===== src/verilog/ccf_pkg.sv =====
// Constants and carrier types for the cluster command frame builder.
// Assumes one byte-wide serial API link and a 32-bit Avalon-MM control port.
package ccf_pkg;

    // Serial API frame layout
    localparam logic [7:0]  START_DELIM    = 8'h7e;
    localparam logic [7:0]  FT_EXPLICIT_TX = 8'h11;
    localparam logic [7:0]  CHK_BASE       = 8'hff;
    localparam logic [7:0]  TX_OPTIONS     = 8'h00;
    localparam logic [7:0]  CMD_READ_ATTR  = 8'h00;
    localparam logic [15:0] NWK_UNKNOWN    = 16'hfffe;
    localparam logic [15:0] LEN_BASE       = 16'h0017;
    localparam logic [5:0]  OFS_LEN_LO     = 6'h02;
    localparam logic [5:0]  OFS_SUM_FIRST  = 6'h03;
    localparam logic [5:0]  OFS_NWK_MSB    = 6'h0d;
    localparam logic [5:0]  OFS_TX_OPT     = 6'h16;
    localparam logic [5:0]  OFS_FCTL       = 6'h17;
    localparam logic [5:0]  OFS_SEQ        = 6'h18;
    localparam logic [5:0]  OFS_CMD        = 6'h19;
    localparam logic [5:0]  OFS_ATTR       = 6'h1a;
    localparam logic [15:0] RX_SEQ_OFS     = 16'h0016;

    // Cluster frame-control fields
    localparam int          FC_TYPE_LSB    = 0;
    localparam int          FC_MFR_BIT     = 2;
    localparam int          FC_DIR_BIT     = 3;
    localparam int          FC_NODEF_BIT   = 4;
    localparam logic [1:0]  FC_TYPE_GEN    = 2'h0;

    // Register byte addresses
    localparam logic [4:0]  REG_CTRL       = 5'h00;
    localparam logic [4:0]  REG_DEST_HI    = 5'h04;
    localparam logic [4:0]  REG_DEST_LO    = 5'h08;
    localparam logic [4:0]  REG_ROUTE      = 5'h0c;
    localparam logic [4:0]  REG_IDS        = 5'h10;
    localparam logic [4:0]  REG_ATTR01     = 5'h14;
    localparam logic [4:0]  REG_ATTR23     = 5'h18;
    localparam logic [4:0]  REG_STATUS     = 5'h1c;

    // Control and status bit positions
    localparam int          CTL_START      = 0;
    localparam int          CTL_EXPLICIT   = 1;
    localparam int          CTL_NWK_UNK    = 2;
    localparam int          ST_BUSY        = 0;
    localparam int          ST_DONE        = 1;
    localparam int          ST_REFUSED     = 2;
    localparam int          ST_RX_OK       = 3;
    localparam int          ST_RX_ERR      = 4;
    localparam int          ST_SEQ_MATCH   = 5;
    localparam logic [31:0] CTRL_RESET     = 32'h0000_0000;

    // Byte presented on the serial link, with its frame offset
    typedef struct packed {
        logic [7:0] data;
        logic [5:0] pos;
    } ccf_byte_s;

endpackage : ccf_pkg


===== src/verilog/ccf_frame_host.sv =====
// Host controller that builds explicit-transmit read-attribute frames and
// checks the checksum of frames coming back. Assumes one 25 MHz clock, a
// byte stream to the module with valid/ready, and bytes from it with valid.
`timescale 1ns/10ps
`default_nettype none

module ccf_frame_host (
    // Clock and reset
    input  wire logic              clock_in,
    input  wire logic              reset_in,
    // Avalon-MM slave
    input  wire logic [4:0]        address_in,
    input  wire logic              read_in,
    input  wire logic              write_in,
    input  wire logic [31:0]       writedata_in,
    output logic      [31:0]       readdata_out,
    output logic                   waitrequest_out,
    // Serial API transmit byte stream
    output ccf_pkg::ccf_byte_s     tx_byte_out,
    output logic                   tx_valid_out,
    input  wire logic              tx_ready_in,
    // Serial API receive byte stream
    input  wire logic [7:0]        rx_data_in,
    input  wire logic              rx_valid_in
);
    import ccf_pkg::*;

    typedef enum logic [1:0] {
        T_IDLE  = 2'b00,
        T_SEND  = 2'b01,
        T_DRAIN = 2'b10
    } ccf_tx_e;

    typedef enum logic [2:0] {
        R_IDLE = 3'b000,
        R_LHI  = 3'b001,
        R_LLO  = 3'b010,
        R_BODY = 3'b011,
        R_CHK  = 3'b100
    } ccf_rx_e;

    function automatic logic [7:0] csum(input logic [7:0] sum);
        csum = CHK_BASE - sum;
    endfunction : csum

    // Registers
    logic [31:0] ctrl_r, ctrl_nxt, dhi_r, dhi_nxt, dlo_r, dlo_nxt;
    logic [31:0] route_r, route_nxt, ids_r, ids_nxt, a01_r, a01_nxt, a23_r, a23_nxt;
    logic [5:0]  flags_r, flags_nxt;
    logic [31:0] readdata_r, readdata_nxt;
    logic        wait_r, wait_nxt;
    logic        acc_w, start_ev, refused_ev, done_ev, rx_ok_ev, rx_err_ev, match_ev;
    logic [7:0]  sent_seq_r, sent_seq_nxt;
    // Transmit
    ccf_tx_e     tx_st_r, tx_st_nxt;
    logic [5:0]  idx_r, idx_nxt;
    logic [7:0]  sum_r, sum_nxt;
    ccf_byte_s   txb_r, txb_nxt;
    logic        txv_r, txv_nxt;
    logic [15:0] tx_len;
    logic [5:0]  chk_pos;
    logic [7:0]  fctl;
    // Receive
    ccf_rx_e     rx_st_r, rx_st_nxt;
    logic [15:0] rlen_r, rlen_nxt, rpos_r, rpos_nxt;
    logic [7:0]  rsum_r, rsum_nxt, rtype_r, rtype_nxt, rseq_r, rseq_nxt;

    // Frame length and checksum position from the attribute count
    assign tx_len  = LEN_BASE + {13'h0000, ctrl_r[4:3], 1'b0} + 16'h0002;
    assign chk_pos = tx_len[5:0] + 6'h03;
    assign fctl    = {3'h0, 1'b0, 1'b0, 1'b0, FC_TYPE_GEN};

    // Byte at a given frame offset
    function automatic logic [7:0] frame_byte(input logic [5:0] i);
        logic [2:0] a;
        a = 3'(i - OFS_ATTR) >> 1;
        frame_byte = 8'h00;
        case (i)
            6'h00: frame_byte = START_DELIM;
            6'h01: frame_byte = tx_len[15:8];
            6'h02: frame_byte = tx_len[7:0];
            6'h03: frame_byte = FT_EXPLICIT_TX;
            6'h04: frame_byte = ctrl_r[15:8];
            6'h05: frame_byte = dhi_r[31:24];
            6'h06: frame_byte = dhi_r[23:16];
            6'h07: frame_byte = dhi_r[15:8];
            6'h08: frame_byte = dhi_r[7:0];
            6'h09: frame_byte = dlo_r[31:24];
            6'h0a: frame_byte = dlo_r[23:16];
            6'h0b: frame_byte = dlo_r[15:8];
            6'h0c: frame_byte = dlo_r[7:0];
            6'h0d: frame_byte = ctrl_r[CTL_NWK_UNK] ? NWK_UNKNOWN[15:8] : route_r[15:8];
            6'h0e: frame_byte = ctrl_r[CTL_NWK_UNK] ? NWK_UNKNOWN[7:0] : route_r[7:0];
            6'h0f: frame_byte = route_r[23:16];
            6'h10: frame_byte = route_r[31:24];
            6'h11: frame_byte = ids_r[15:8];
            6'h12: frame_byte = ids_r[7:0];
            6'h13: frame_byte = ids_r[31:24];
            6'h14: frame_byte = ids_r[23:16];
            6'h15: frame_byte = ctrl_r[31:24];
            6'h16: frame_byte = TX_OPTIONS;
            6'h17: frame_byte = fctl;
            6'h18: frame_byte = ctrl_r[23:16];
            6'h19: frame_byte = CMD_READ_ATTR;
            default: begin
                case (a)
                    3'h0: frame_byte = i[0] ? a01_r[15:8] : a01_r[7:0];
                    3'h1: frame_byte = i[0] ? a01_r[31:24] : a01_r[23:16];
                    3'h2: frame_byte = i[0] ? a23_r[15:8] : a23_r[7:0];
                    default: frame_byte = i[0] ? a23_r[31:24] : a23_r[23:16];
                endcase
            end
        endcase
    endfunction : frame_byte

    // Bus slave and register file next state
    always_comb begin
        ctrl_nxt     = ctrl_r;
        dhi_nxt      = dhi_r;
        dlo_nxt      = dlo_r;
        route_nxt    = route_r;
        ids_nxt      = ids_r;
        a01_nxt      = a01_r;
        a23_nxt      = a23_r;
        flags_nxt    = flags_r;
        readdata_nxt = readdata_r;
        wait_nxt     = 1'b1;
        acc_w        = write_in && !wait_r;
        start_ev     = 1'b0;
        refused_ev   = 1'b0;
        if ((read_in || write_in) && wait_r) begin
            wait_nxt = 1'b0;
            case (address_in)
                REG_CTRL:    readdata_nxt = ctrl_r;
                REG_DEST_HI: readdata_nxt = dhi_r;
                REG_DEST_LO: readdata_nxt = dlo_r;
                REG_ROUTE:   readdata_nxt = route_r;
                REG_IDS:     readdata_nxt = ids_r;
                REG_ATTR01:  readdata_nxt = a01_r;
                REG_ATTR23:  readdata_nxt = a23_r;
                REG_STATUS:  readdata_nxt = {8'h00, rseq_r, rtype_r, 2'b00,
                                             flags_r[5:1], tx_st_r != T_IDLE};
                default:     readdata_nxt = 32'h0000_0000;
            endcase
        end
        if (acc_w) begin
            case (address_in)
                REG_CTRL: begin
                    ctrl_nxt = {writedata_in[31:1], 1'b0};
                    // refuse unless explicit output is selected and the transmit sequencer is idle
                    if (writedata_in[CTL_START]) begin
                        if (writedata_in[CTL_EXPLICIT] && tx_st_r == T_IDLE) begin
                            start_ev = 1'b1;
                        end else begin
                            refused_ev = 1'b1;
                        end
                    end
                end
                REG_DEST_HI: dhi_nxt = writedata_in;
                REG_DEST_LO: dlo_nxt = writedata_in;
                REG_ROUTE:   route_nxt = writedata_in;
                REG_IDS:     ids_nxt = writedata_in;
                REG_ATTR01:  a01_nxt = writedata_in;
                REG_ATTR23:  a23_nxt = writedata_in;
                REG_STATUS:  flags_nxt = flags_r & ~writedata_in[5:0];
                default:     ctrl_nxt = ctrl_r;
            endcase
        end
        // Sticky events win over a clear in the same cycle
        if (done_ev)    flags_nxt[ST_DONE] = 1'b1;
        if (refused_ev) flags_nxt[ST_REFUSED] = 1'b1;
        if (rx_ok_ev)   flags_nxt[ST_RX_OK] = 1'b1;
        if (rx_err_ev)  flags_nxt[ST_RX_ERR] = 1'b1;
        if (match_ev)   flags_nxt[ST_SEQ_MATCH] = 1'b1;
        flags_nxt[ST_BUSY] = 1'b0;
    end

    // Transmit sequencer next state
    always_comb begin
        tx_st_nxt    = tx_st_r;
        idx_nxt      = idx_r;
        sum_nxt      = sum_r;
        txb_nxt      = txb_r;
        txv_nxt      = txv_r;
        sent_seq_nxt = sent_seq_r;
        done_ev      = 1'b0;
        case (tx_st_r)
            T_IDLE: begin
                if (start_ev) begin
                    tx_st_nxt    = T_SEND;
                    idx_nxt      = 6'h00;
                    sum_nxt      = 8'h00;
                    sent_seq_nxt = writedata_in[23:16];
                end
            end
            T_SEND: begin
                if (!txv_r || tx_ready_in) begin
                    txv_nxt     = 1'b1;
                    txb_nxt.pos = idx_r;
                    idx_nxt     = idx_r + 6'h01;
                    if (idx_r == chk_pos) begin
                        txb_nxt.data = csum(sum_r);
                        tx_st_nxt    = T_DRAIN;
                    end else begin
                        txb_nxt.data = frame_byte(idx_r);
                        if (idx_r >= OFS_SUM_FIRST) sum_nxt = sum_r + frame_byte(idx_r);
                    end
                end
            end
            T_DRAIN: begin
                if (tx_ready_in) begin
                    txv_nxt   = 1'b0;
                    tx_st_nxt = T_IDLE;
                    done_ev   = 1'b1;
                end
            end
            default: tx_st_nxt = T_IDLE;
        endcase
    end

    // Receive checker next state
    always_comb begin
        rx_st_nxt = rx_st_r;
        rlen_nxt  = rlen_r;
        rpos_nxt  = rpos_r;
        rsum_nxt  = rsum_r;
        rtype_nxt = rtype_r;
        rseq_nxt  = rseq_r;
        rx_ok_ev  = 1'b0;
        rx_err_ev = 1'b0;
        match_ev  = 1'b0;
        if (rx_valid_in) begin
            case (rx_st_r)
                R_IDLE: if (rx_data_in == START_DELIM) rx_st_nxt = R_LHI;
                R_LHI: begin
                    rlen_nxt[15:8] = rx_data_in;
                    rx_st_nxt      = R_LLO;
                end
                R_LLO: begin
                    rlen_nxt[7:0] = rx_data_in;
                    rpos_nxt      = 16'(OFS_SUM_FIRST);
                    rsum_nxt      = 8'h00;
                    rx_st_nxt     = ({rlen_r[15:8], rx_data_in} == 16'h0000) ? R_IDLE : R_BODY;
                end
                R_BODY: begin
                    rsum_nxt = rsum_r + rx_data_in;
                    rpos_nxt = rpos_r + 16'h0001;
                    if (rpos_r == 16'(OFS_SUM_FIRST)) rtype_nxt = rx_data_in;
                    if (rpos_r == RX_SEQ_OFS) rseq_nxt = rx_data_in;
                    if (rpos_r == rlen_r + 16'h0002) rx_st_nxt = R_CHK;
                end
                R_CHK: begin
                    rx_st_nxt = R_IDLE;
                    if (rx_data_in == csum(rsum_r)) begin
                        rx_ok_ev = 1'b1;
                        match_ev = (rseq_r == sent_seq_r);
                    end else begin
                        rx_err_ev = 1'b1;
                    end
                end
                default: rx_st_nxt = R_IDLE;
            endcase
        end
    end

    // State registers
    always_ff @(posedge clock_in) begin
        if (reset_in) begin
            ctrl_r <= CTRL_RESET; dhi_r <= '0; dlo_r <= '0; route_r <= '0;
            ids_r <= '0; a01_r <= '0; a23_r <= '0; flags_r <= '0;
            readdata_r <= '0; wait_r <= 1'b1; sent_seq_r <= '0;
            tx_st_r <= T_IDLE; idx_r <= '0; sum_r <= '0; txb_r <= '0; txv_r <= 1'b0;
            rx_st_r <= R_IDLE; rlen_r <= '0; rpos_r <= '0; rsum_r <= '0;
            rtype_r <= '0; rseq_r <= '0;
        end else begin
            ctrl_r <= ctrl_nxt; dhi_r <= dhi_nxt; dlo_r <= dlo_nxt; route_r <= route_nxt;
            ids_r <= ids_nxt; a01_r <= a01_nxt; a23_r <= a23_nxt; flags_r <= flags_nxt;
            readdata_r <= readdata_nxt; wait_r <= wait_nxt; sent_seq_r <= sent_seq_nxt;
            tx_st_r <= tx_st_nxt; idx_r <= idx_nxt; sum_r <= sum_nxt; txb_r <= txb_nxt;
            txv_r <= txv_nxt;
            rx_st_r <= rx_st_nxt; rlen_r <= rlen_nxt; rpos_r <= rpos_nxt; rsum_r <= rsum_nxt;
            rtype_r <= rtype_nxt; rseq_r <= rseq_nxt;
        end
    end

    assign readdata_out    = readdata_r;
    assign waitrequest_out = wait_r;
    assign tx_byte_out     = txb_r;
    assign tx_valid_out    = txv_r;

    // Checks on the emitted byte stream and on transmit starts
    property p_chk;
        @(posedge clock_in) disable iff (reset_in)
        txv_r && txb_r.pos == chk_pos |-> txb_r.data == csum(sum_r);
    endproperty
    a_chk: assert property (p_chk) else $error("bad checksum byte");
    property p_attr;
        @(posedge clock_in) disable iff (reset_in)
        txv_r && txb_r.pos == OFS_ATTR |-> txb_r.data == a01_r[7:0];
    endproperty
    a_attr: assert property (p_attr) else $error("attribute not low byte first");
    property p_fctl;
        @(posedge clock_in) disable iff (reset_in)
        txv_r && txb_r.pos == OFS_FCTL && $past(txb_r.pos) != OFS_FCTL
            |-> $past(txb_r.pos) == OFS_TX_OPT;
    endproperty
    a_fctl: assert property (p_fctl) else $error("frame control misplaced");
    property p_ftype;
        @(posedge clock_in) disable iff (reset_in)
        txv_r && txb_r.pos == OFS_FCTL |-> txb_r.data[FC_TYPE_LSB+:2] == FC_TYPE_GEN;
    endproperty
    a_ftype: assert property (p_ftype) else $error("frame type not general");
    property p_mfr;
        @(posedge clock_in) disable iff (reset_in)
        txv_r && txb_r.pos == OFS_FCTL |-> !txb_r.data[FC_MFR_BIT] && !txb_r.data[FC_DIR_BIT];
    endproperty
    a_mfr: assert property (p_mfr) else $error("mfr or direction bit set");
    property p_resv;
        @(posedge clock_in) disable iff (reset_in)
        txv_r && txb_r.pos == OFS_FCTL |-> txb_r.data[7:FC_NODEF_BIT] == 4'h0;
    endproperty
    a_resv: assert property (p_resv) else $error("reserved bits set");
    property p_seq;
        @(posedge clock_in) disable iff (reset_in)
        txv_r && txb_r.pos == OFS_SEQ |-> txb_r.data == sent_seq_r;
    endproperty
    a_seq: assert property (p_seq) else $error("sequence byte wrong");
    property p_cmd;
        @(posedge clock_in) disable iff (reset_in)
        txv_r && txb_r.pos == OFS_CMD |-> txb_r.data == CMD_READ_ATTR;
    endproperty
    a_cmd: assert property (p_cmd) else $error("command not read attributes");
    property p_type;
        @(posedge clock_in) disable iff (reset_in)
        txv_r && txb_r.pos == OFS_SUM_FIRST |-> txb_r.data == FT_EXPLICIT_TX;
    endproperty
    a_type: assert property (p_type) else $error("not explicit frame");
    property p_refuse;
        @(posedge clock_in) disable iff (reset_in)
        tx_st_r == T_IDLE && tx_st_nxt == T_SEND |-> ctrl_nxt[CTL_EXPLICIT];
    endproperty
    a_refuse: assert property (p_refuse) else $error("sent without explicit");
    property p_opt;
        @(posedge clock_in) disable iff (reset_in)
        txv_r && txb_r.pos == OFS_TX_OPT |-> txb_r.data == 8'h00;
    endproperty
    a_opt: assert property (p_opt) else $error("options nonzero");
    property p_nwk;
        @(posedge clock_in) disable iff (reset_in)
        txv_r && txb_r.pos == OFS_NWK_MSB && ctrl_r[CTL_NWK_UNK] |-> txb_r.data == 8'hff;
    endproperty
    a_nwk: assert property (p_nwk) else $error("unknown address wrong");
    property p_len;
        @(posedge clock_in) disable iff (reset_in)
        txv_r && txb_r.pos == OFS_LEN_LO |-> txb_r.data == 8'(chk_pos - 6'h03);
    endproperty
    a_len: assert property (p_len) else $error("length byte wrong");

endmodule : ccf_frame_host

`default_nettype wire


===== config.mk =====
export PLATFORM = sky130hd
export DESIGN_NAME = ccf_frame_host
export DESIGN_NICKNAME = d
export VERILOG_FILES = /design/src/verilog/ccf_pkg.sv /design/src/verilog/ccf_frame_host.sv
export SDC_FILE = /design/constraint.sdc
export NUM_CORES = 1
export LEC_CHECK = 0
export ABC_AREA = 1
export BUFFER_PORTS_ARGS = -buffer_cell sky130_fd_sc_hd__buf_2
export CORE_ASPECT_RATIO = 1.1
export CORE_MARGIN = 2
export CORE_UTILIZATION = 23
export DETAILED_ROUTE_END_ITERATION = 10
export PLACE_DENSITY = 0.47
export SLEW_MARGIN = 10
export SYNTH_ARGS = -nofsm -noshare
export SYNTH_HDL_FRONTEND = slang
export SYNTH_SLANG_ARGS = --single-unit

===== constraint.sdc =====
create_clock -name clock_in -period 3.5 [get_ports clock_in]
set_input_delay 0.35 -clock clock_in [delete_from_list [all_inputs] [get_ports clock_in]]
set_output_delay 0.35 -clock clock_in [all_outputs]
set_load 0.05 [all_outputs]

==> summary.md, run 1 <==
| Metric | Value |
|---|---|
| Routed wire length per instance | between 20 and 25 um |
| Rows | approximately 110 |
| Gr ovfl total | 0 |
| Slew at the pin closest to its max-slew limit | 988 ps |
| Ant. Diodes | 0 |
| Starting density of the core | between 20% and 30% |
| Final-report hold violation count | 0 |
| Number of vias per cell | 5.02 |
| Non-filler instance count after layout | between 3000 and 4000 |
| Kind of end point of the critical path | flop |
| Area inside the core boundary | around 75000 um^2 |
| Via count of the first global-routing pass | approximately 17000 |
| Seq/Total Area, Yosys | a little over 40% |
| Clock insertion delay at the later pin of the skew report | roughly 600 ps |
| Global-route wire length before repair | between 100000 and 150000 um |
| Slew margin rel. | 33.9% |
| Total global routing track utilization | 20.6% |
| Max Transition Viols Final | 0 |
| PwrDens | ~470 nW/um^2 |
| Total Routed Length | 82200 um |
| Antenna violations before repair | 1 |
| Synth cell types | 50 |
| Number of buffers on the longest clock path | 3 |
| Area added between synthesis and finish | 22.0% |
| Peak per-stage delay on the critical path | ~370 ps |
| Max-Cap Viols | 0 |
| Number of buffers and inverters on the critical path | 2 |
| Die footprint | ~80000 um^2 |
| Die X-Extent | 266 um |
| Final setup violation count | 0 |
| Leakage power summed over all cells | ~7.9 nW |
| Post-Synthesis Net Count | about 2500 |
| Mapped Area | about 17000 um^2 |
| Chip height | between 200 and 300 um |
| Multiplexer fraction of the synthesized cell area | 0% |
| Number of nets at the end of the flow | approximately 2600 |
| Post-synth EDFFs | 0 |
| Number of nets with antenna violations after routing | 0 |
| Compound-Gate Fraction of Synth Area | 27.4% |
| Final min period | 3310 ps |
| Dominant combinational cell family by area after synthesis | compound AO/OA/AOI/OAI gates |
| Placer congestion estimate | 1.08 |
| Fmax | between 0.3 and 0.4 GHz |
| Arrival time of data at the critical path endpoint | between 3000 and 4000 ps |
| Sequential group share of total power | between 40% and 50% |
| Hold buffers post-CTS | 0 |
| Worst supply voltage drop on vdd | roughly 310 uV |
| Simple-gate share of the synthesized area | around 19% |
| Fillers | 8156 |
| Final critical-path share of the clock period | 94.6% |
| Reported net switching power | between 2 and 3 mW |
| Clock transition at the registers of the reported paths | roughly 60 ps |
| Fraction of final layout cells sized beyond drive strength 1 | 14.2% |
| Run status | complete, no violations |
| Boundary pin count | 99 |
| Number of placed instances with taps included | between 3000 and 4000 |
| Cell seen most often among critical-path stages | sky130_fd_sc_hd__nand3_1 |
| Dominant delay contributor by cell family on the critical path | simple AND/OR/NAND/NOR gates |
| Worst clock skew | between 30 and 40 ps |
| Number of iterations in the first detailed-routing pass | 6 |
| Clock tree sinks | between 300 and 400 |
| Category of the critical setup timing path | reg2reg |
| CTS Buf Count | 45 |
| Number of input and output port buffers inserted | 98 |
| Maximum fanout encountered on the critical timing path | 6 |
| Slowest CP cell | sky130_fd_sc_hd__ha_1 |
| Portion of total power attributed to the clock network | about half |
| Syn. warnings | 0 |
| Post-synth ARST share | 0% |
| Maximum number of pins on one net before global-route repair | 92 |
| Classification of the worst-slack hold path | in2reg |
| Post-Route Setup TNS | 0 ps |
| CTS root buffer | sky130_fd_sc_hd__clkbuf_16 |
| CTS H-tree lvls | 2 |
| Estimated wirelength of the detail-placed design | between 60000 and 70000 um |
| WP data required | 3920 ps |
| Switching portion of total power | 26.1% |
| Post-layout worst setup margin | 189 ps |
| Top flip-flop cell by instance count after synthesis | sky130_fd_sc_hd__dfxtp_1 |
| Worst slack after detailed placement | -90.4 ps |
| Adder-cell share of the synthesized area | under 10% |
| Post-synthesis cell count | ~2500 |
| Post-Synthesis Mean Instance Area | roughly 7 um^2 |
| Startpoint class of the critical path | flop |
| Xor and xnor area share after synthesis | 1.36% |
| Total DRC errors in the routed layout | 0 |
| Synthesis-stage register bit count | 359 |
| Comb pwr share | 7.1% |
| Internal power contribution | 7.38 mW |
| Cell-by-cell trace of the critical path | buf_4, ha_2, buf_4, nand3_1, nor2_2, nand2_1, o211ai_1, nor2_1, nand3_1, nor2_1, nand2_1, ha_1, a21oi_1, o21bai_1, or2_2, nand3_1, a21oi_1 |
| Vias after detailed routing | approximately 18000 |
| TritonCTS clock tree | yes |
| Number of DRC markers after the initial detailed-route iteration | 1680 |
path summary, 6_finish.rpt:
kind	slack, ps	from	endpoint	cells after the start
setup reg to reg	190	idx_r[0]$_SDFFE_PP0P_	sum_r[6]$_SDFFE_PP0P_	17
hold reg to reg	460	readdata_out[9]$_SDFFE_PP0P_	readdata_out[9]$_SDFFE_PP0P_	2
setup / recovery	190	idx_r[0]$_SDFFE_PP0P_	sum_r[6]$_SDFFE_PP0P_	17
hold / removal	70	reset_in	rsum_r[0]$_SDFFE_PP0P_	2
Yosys cell counts, drive strengths merged (15+ instances only):
cell type	number	share of area [%]
clkbuf	98	2.1
nand2	330	7.3
a21oi	344	9.9
nor3	20	0.60
o21ai	348	10
a211oi	18	0.78
nand4	26	1.0
a221oi	27	1.4
nand3	102	3.1
ha	21	1.5
dfxtp	359	41
o22ai	74	2.7
xor2	15	0.75
inv	294	6.3
nor2	237	5.5
buf	38	1.2
power groups by stage:
stage | clock network, mW | logic [mW] | registers [mW]
after global routing | 5.28 | 0.796 | 4.26
after floorplan | 0 | 0.446 | 4.32
final | 5.02 | 0.710 | 4.25
after global placement | 0 | 0.705 | 4.34
after detailed placement | 0 | 0.706 | 4.34
after CTS | 5.11 | 0.708 | 4.25
final cells by class:
type,instances,area [um^2],area share [%]
clock buffer,61,1340,6.30
clock inverter,22,264,1.24
inverter,298,1120,5.29
multi-input combinational,1660,8680,40.9
sequential,359,7200,33.9
tap,963,1200,5.68
timing repair buffer,210,1410,6.65
per-layer routing:
layer / wire [um] / vias to the layer above / GRT usage, %
li1: - / 8620 / -
met2: 38000 / 638 / 33.8
met5: 14 / - / 0
met4: 5780 / 2 / 12.7
met1: 34100 / 8495 / 25.3
met3: 4280 / 191 / 2.98
through the flow:
stage                     utilization, %  power, mW  hold WS, ps  area (um^2)
after CTS                           28.1       10.1         53.0        21000
after global placement              25.9       5.05          451        19400
final                               28.4       9.98         73.7        21200
after detailed placement            25.9       5.05          454        19400
after global routing                28.4       10.3         71.1        21200
after floorplan                        -       4.77          425        17400
sequential cells by signal, summed over array words and instances (netlist names), 2 cells and up:
name	cells
a01_r	32
a23_r	32
dhi_r	32
dlo_r	32
ids_r	32
readdata_out	32
route_r	32
ctrl_r	31
rlen_r	16
rpos_r	16
tx_byte_out	14
rseq_r	8
rsum_r	8
rtype_r	8
sent_seq_r	8
sum_r	8
idx_r	6
flags_r	5
rx_st_r	3
tx_st_r	2
repair_timing:
item / CTS / global route
endpoints found under the setup margin: 2 / 6
buffers inserted: 0 / 7
gates resized for setup: 6 / 49
pin swaps: 0 / 12
hold endpoints to repair: 0 / 0
cell families (layout without fill, tap and decap cells):
family / Yosys count / in the layout
compound gates: 869 / 869
simple gates: 741 / 741
buf+inv: 434 / 591
flops: 359 / 359
xor+xnor: 27 / 27
fa+ha+maj: 23 / 23
cell usage in the layout, fill, tap and decap left out, types with 4 or more instances in the layout:
cell type | netlist | final
sky130_fd_sc_hd__ha_1 | 21 | 17
sky130_fd_sc_hd__o22ai_1 | 74 | 74
sky130_fd_sc_hd__clkinv_2 | 0 | 8
sky130_fd_sc_hd__xor2_1 | 15 | 15
sky130_fd_sc_hd__a211oi_1 | 18 | 18
sky130_fd_sc_hd__inv_2 | 7 | 11
sky130_fd_sc_hd__xnor2_1 | 12 | 12
sky130_fd_sc_hd__buf_4 | 3 | 103
sky130_fd_sc_hd__buf_2 | 26 | 97
sky130_fd_sc_hd__nor4_1 | 10 | 10
sky130_fd_sc_hd__nor2_4 | 3 | 9
sky130_fd_sc_hd__o41ai_1 | 7 | 7
sky130_fd_sc_hd__nor2_2 | 13 | 18
sky130_fd_sc_hd__nand4_1 | 25 | 25
sky130_fd_sc_hd__inv_1 | 287 | 282
sky130_fd_sc_hd__o21ai_0 | 347 | 345
sky130_fd_sc_hd__clkinv_1 | 4 | 4
sky130_fd_sc_hd__nand3b_1 | 6 | 6
sky130_fd_sc_hd__a221oi_1 | 27 | 27
sky130_fd_sc_hd__nor2_1 | 220 | 209
sky130_fd_sc_hd__o211ai_1 | 12 | 12
sky130_fd_sc_hd__buf_12 | 0 | 6
sky130_fd_sc_hd__o221ai_1 | 12 | 12
sky130_fd_sc_hd__nand2_1 | 321 | 318
sky130_fd_sc_hd__or2_2 | 5 | 5
sky130_fd_sc_hd__o31ai_1 | 8 | 8
sky130_fd_sc_hd__nand3_1 | 98 | 95
sky130_fd_sc_hd__bufinv_16 | 0 | 4
sky130_fd_sc_hd__clkbuf_16 | 0 | 46
sky130_fd_sc_hd__clkinv_4 | 0 | 5
sky130_fd_sc_hd__nand2_4 | 2 | 6
sky130_fd_sc_hd__o2111ai_1 | 6 | 6
sky130_fd_sc_hd__nor3_1 | 19 | 18
sky130_fd_sc_hd__clkbuf_8 | 0 | 13
sky130_fd_sc_hd__dfxtp_1 | 359 | 353
sky130_fd_sc_hd__nand2_2 | 7 | 6
sky130_fd_sc_hd__a21oi_1 | 344 | 344
sky130_fd_sc_hd__nand3_2 | 3 | 6
No activity file was read; power rests on OpenSTA's default activity.
==> inputs of run 2 (changes only) <==
--- a/config.mk
+++ b/config.mk
@@ -8,7 +8,7 @@
 export ABC_AREA = 1
 export BUFFER_PORTS_ARGS = -buffer_cell sky130_fd_sc_hd__buf_2
 export CORE_ASPECT_RATIO = 1.1
-export CORE_MARGIN = 2
+export CORE_MARGIN = 3
 export CORE_UTILIZATION = 23
 export DETAILED_ROUTE_END_ITERATION = 10
 export PLACE_DENSITY = 0.47
==> summary.md, run 2 (synthesized netlist as in run 1, its figures left out) <==
| Metric | Value |
|---|---|
| Top routing layer in use | met4 |
| Global-route wire length before repair | 118000 um (+0.42%) |
| TritonCTS clock tree | yes |
| Hold buffers post-CTS | 0 (unchanged) |
| Total Routed Length | 82800 um (+0.74%) |
| Critical Path Source | idx_r[1]$_SDFFE_PP0P_ |
| Boundary pin count | 99 (unchanged) |
| Number of buffers on the longest clock path | 3 (unchanged) |
| Max Transition Viols Final | 0 (unchanged) |
| PwrDens | 452 nW/um^2 (-3.8%) |
| Final setup violation count | 0 (unchanged) |
| Slew at the pin closest to its max-slew limit | 1030 ps (+38.8 ps) |
| Number of DRC markers after the initial detailed-route iteration | 1730 (+3.0%) |
| Clock tree sinks | 359 (unchanged) |
| Routed length on met3 | 4800 um (+12%) |
| Final-report hold violation count | 0 (unchanged) |
| Fin Hold WS | 66.1 ps (-7.58 ps) |
| Overall power of the completed layout | 9.49 mW (-4.9%) |
| CTS H-tree lvls | 2 (unchanged) |
| Clock insertion delay at the later pin of the skew report | 590 ps (about the same) |
| Number of input and output port buffers inserted | 98 (unchanged) |
| Most frequent standard cell in the layout excluding fill and tap cells | sky130_fd_sc_hd__dfxtp_1 |
| Antenna violations before repair | 2 (+1) |
| Number of iterations in the first detailed-routing pass | 6 (unchanged) |
| Post-layout worst setup margin | 231 ps (+42.3 ps) |
| Routed wire length per instance | 23.2 um (+0.93%) |
| Kind of end point of the critical path | flop |
| Start point of the worst hold path | reset_in |
| Gr ovfl total | 0 (unchanged) |
| Fraction of final layout cells sized beyond drive strength 1 | 13.6% (-0.65 points) |
| Max-Cap Viols | 0 (unchanged) |
| Maximum number of pins on one net before global-route repair | 91 (-1.1%) |
| Starting density of the core | 23.3% (unchanged) |
| Reg-to-Reg Start | idx_r[1]$_SDFFE_PP0P_ |
| Area inside the core boundary | 74800 um^2 (unchanged) |
| Final critical-path share of the clock period | 93.4% (-1.2 points) |
| Die footprint | 79000 um^2 (+1.4%) |
| Slew margin rel. | 31.3% (-2.6 points) |
| Core utilization of the finished layout | 28.1% (-0.33 points) |
| Fillers | 8236 (+0.98%) |
| Maximum fanout encountered on the critical timing path | 6 (unchanged) |
| Worst slack after detailed placement | -1.04 ps (+89.3 ps) |
| Vias after detailed routing | 18000 (+0.033%) |
| Worst clock skew | 39.5 ps (+3.99 ps) |
| Classification of the worst-slack hold path | in2reg |
| Clock transition at the registers of the reported paths | 60 ps (about the same) |
| Estimated wirelength of the detail-placed design | 63000 um (+0.80%) |
| Ant. Diodes | 0 (unchanged) |
| Fmax | 0.306 GHz (+1.3%) |
| WP data required | 3910 ps (about the same) |
| Rows | 105 (unchanged) |
| Startpoint class of the critical path | flop |
| Total global routing track utilization | 20.5% (-0.14 points) |
| Total DRC errors in the routed layout | 0 (unchanged) |
| WL met2 | 39100 um (+2.8%) |
| Via count of the first global-routing pass | 16800 (+0.30%) |
| Chip height | 295 um (+0.68%) |
| Number of nets at the end of the flow | 2642 (-0.23%) |
| Area added between synthesis and finish | 20.5% |
| Run status | complete, no violations |
| Arrival time of data at the critical path endpoint | 3680 ps (-50 ps) |
| Worst supply voltage drop on vdd | 267 uV (-14%) |
| Category of the critical setup timing path | reg2reg |
| Die X-Extent | 268 um (+0.75%) |
| Metal1 wirelength | 34000 um (-0.47%) |
| CTS root buffer | sky130_fd_sc_hd__clkbuf_16 |
| Placer congestion estimate | 1.00 (-7.5%) |
| Final min period | 3270 ps (-42.3 ps) |
| Number of nets with antenna violations after routing | 0 (unchanged) |
| Highest-count cells in the layout ignoring fill and taps | sky130_fd_sc_hd__dfxtp_1, sky130_fd_sc_hd__o21ai_0, sky130_fd_sc_hd__a21oi_1, sky130_fd_sc_hd__nand2_1, sky130_fd_sc_hd__inv_1 |
| CTS Buf Count | 43 (-4.4%) |
| Number of vias per cell | 5.03 (+0.23%) |
| Leakage power summed over all cells | 7.75 nW (-1.8%) |
## run 2: cell types whose count changed in the layout (fill, tap and decap cells not counted), sizes merged
cell	delta
bufinv	-2
clkbuf	-1
nor2	+1
buf	-3
clkinv	-3
inv	+1
## run 2: per-stage QoR
step                      instances  instance area (um^2)  setup TNS (ps)
after floorplan                2453                 17400               0
after global placement         3482                 19400               0
after detailed placement       3482                 19400           -1.04
after CTS                      3562                 20800               0
after global routing           3566                 21000           -8.87
final                          3566                 21000               0
## run 2: layout make-up
cell class	instances	area [um^2]	area share, %
flip-flops and latches	359	7200	34.3
multi-input cells	1661	8670	41.3
clock inverters	18	168	0.799
inverters	298	1120	5.36
well taps	963	1200	5.74
clock buffers	62	1230	5.86
repair buffers	205	1380	6.60
## run 2: final timing paths
path / slack [ps] / cells past startpoint / endpoint
worst min register to register: 460 / 2 / readdata_out[15]$_SDFFE_PP0P_
worst max register to register: 230 / 22 / sum_r[6]$_SDFFE_PP0P_
worst max-delay path: 230 / 22 / sum_r[6]$_SDFFE_PP0P_
worst min-delay path: 70 / 2 / rsum_r[1]$_SDFFE_PP0P_
## run 2: routing by layer
layer	up-vias	GRT usage (%)
li1	8600	-
met1	8499	25.4
met2	660	34.5
met3	193	2.81
met4	0	10.6
met5	-	0
## run 2: what timing repair did
action                     CTS  global route
pin swaps                    0            10
gates resized for setup      1            43
setup endpoints to repair    1             6
cloned                       0             1
setup buffers                0             3
## run 2: power by group
group | switching (mW) | total [mW] | internal, mW
Clock | 1.92 | 4.52 | 2.60
Combinational | 0.495 | 0.711 | 0.216
Sequential | 0.0911 | 4.25 | 4.16
Total | 2.51 | 9.49 | 6.98
## run 2: worst max-delay path, cell delays in order, from the launching register on
cell	delay, ps
sky130_fd_sc_hd__dfxtp_2	320
sky130_fd_sc_hd__inv_2	100
sky130_fd_sc_hd__ha_1	210
sky130_fd_sc_hd__nand2_2	120
sky130_fd_sc_hd__buf_4	170
sky130_fd_sc_hd__nor2_4	200
sky130_fd_sc_hd__inv_2	110
sky130_fd_sc_hd__nand4_1	120
sky130_fd_sc_hd__nor2_2	70
sky130_fd_sc_hd__and2_4	170
sky130_fd_sc_hd__nand2_1	90
sky130_fd_sc_hd__nand2_1	80
sky130_fd_sc_hd__ha_1	200
sky130_fd_sc_hd__inv_1	70
sky130_fd_sc_hd__fa_2	200
sky130_fd_sc_hd__inv_1	40
sky130_fd_sc_hd__a31oi_1	140
sky130_fd_sc_hd__inv_1	90
sky130_fd_sc_hd__a21oi_1	130
sky130_fd_sc_hd__o21bai_1	80
sky130_fd_sc_hd__or2_2	280
sky130_fd_sc_hd__nand3_1	80
sky130_fd_sc_hd__a21oi_1	60
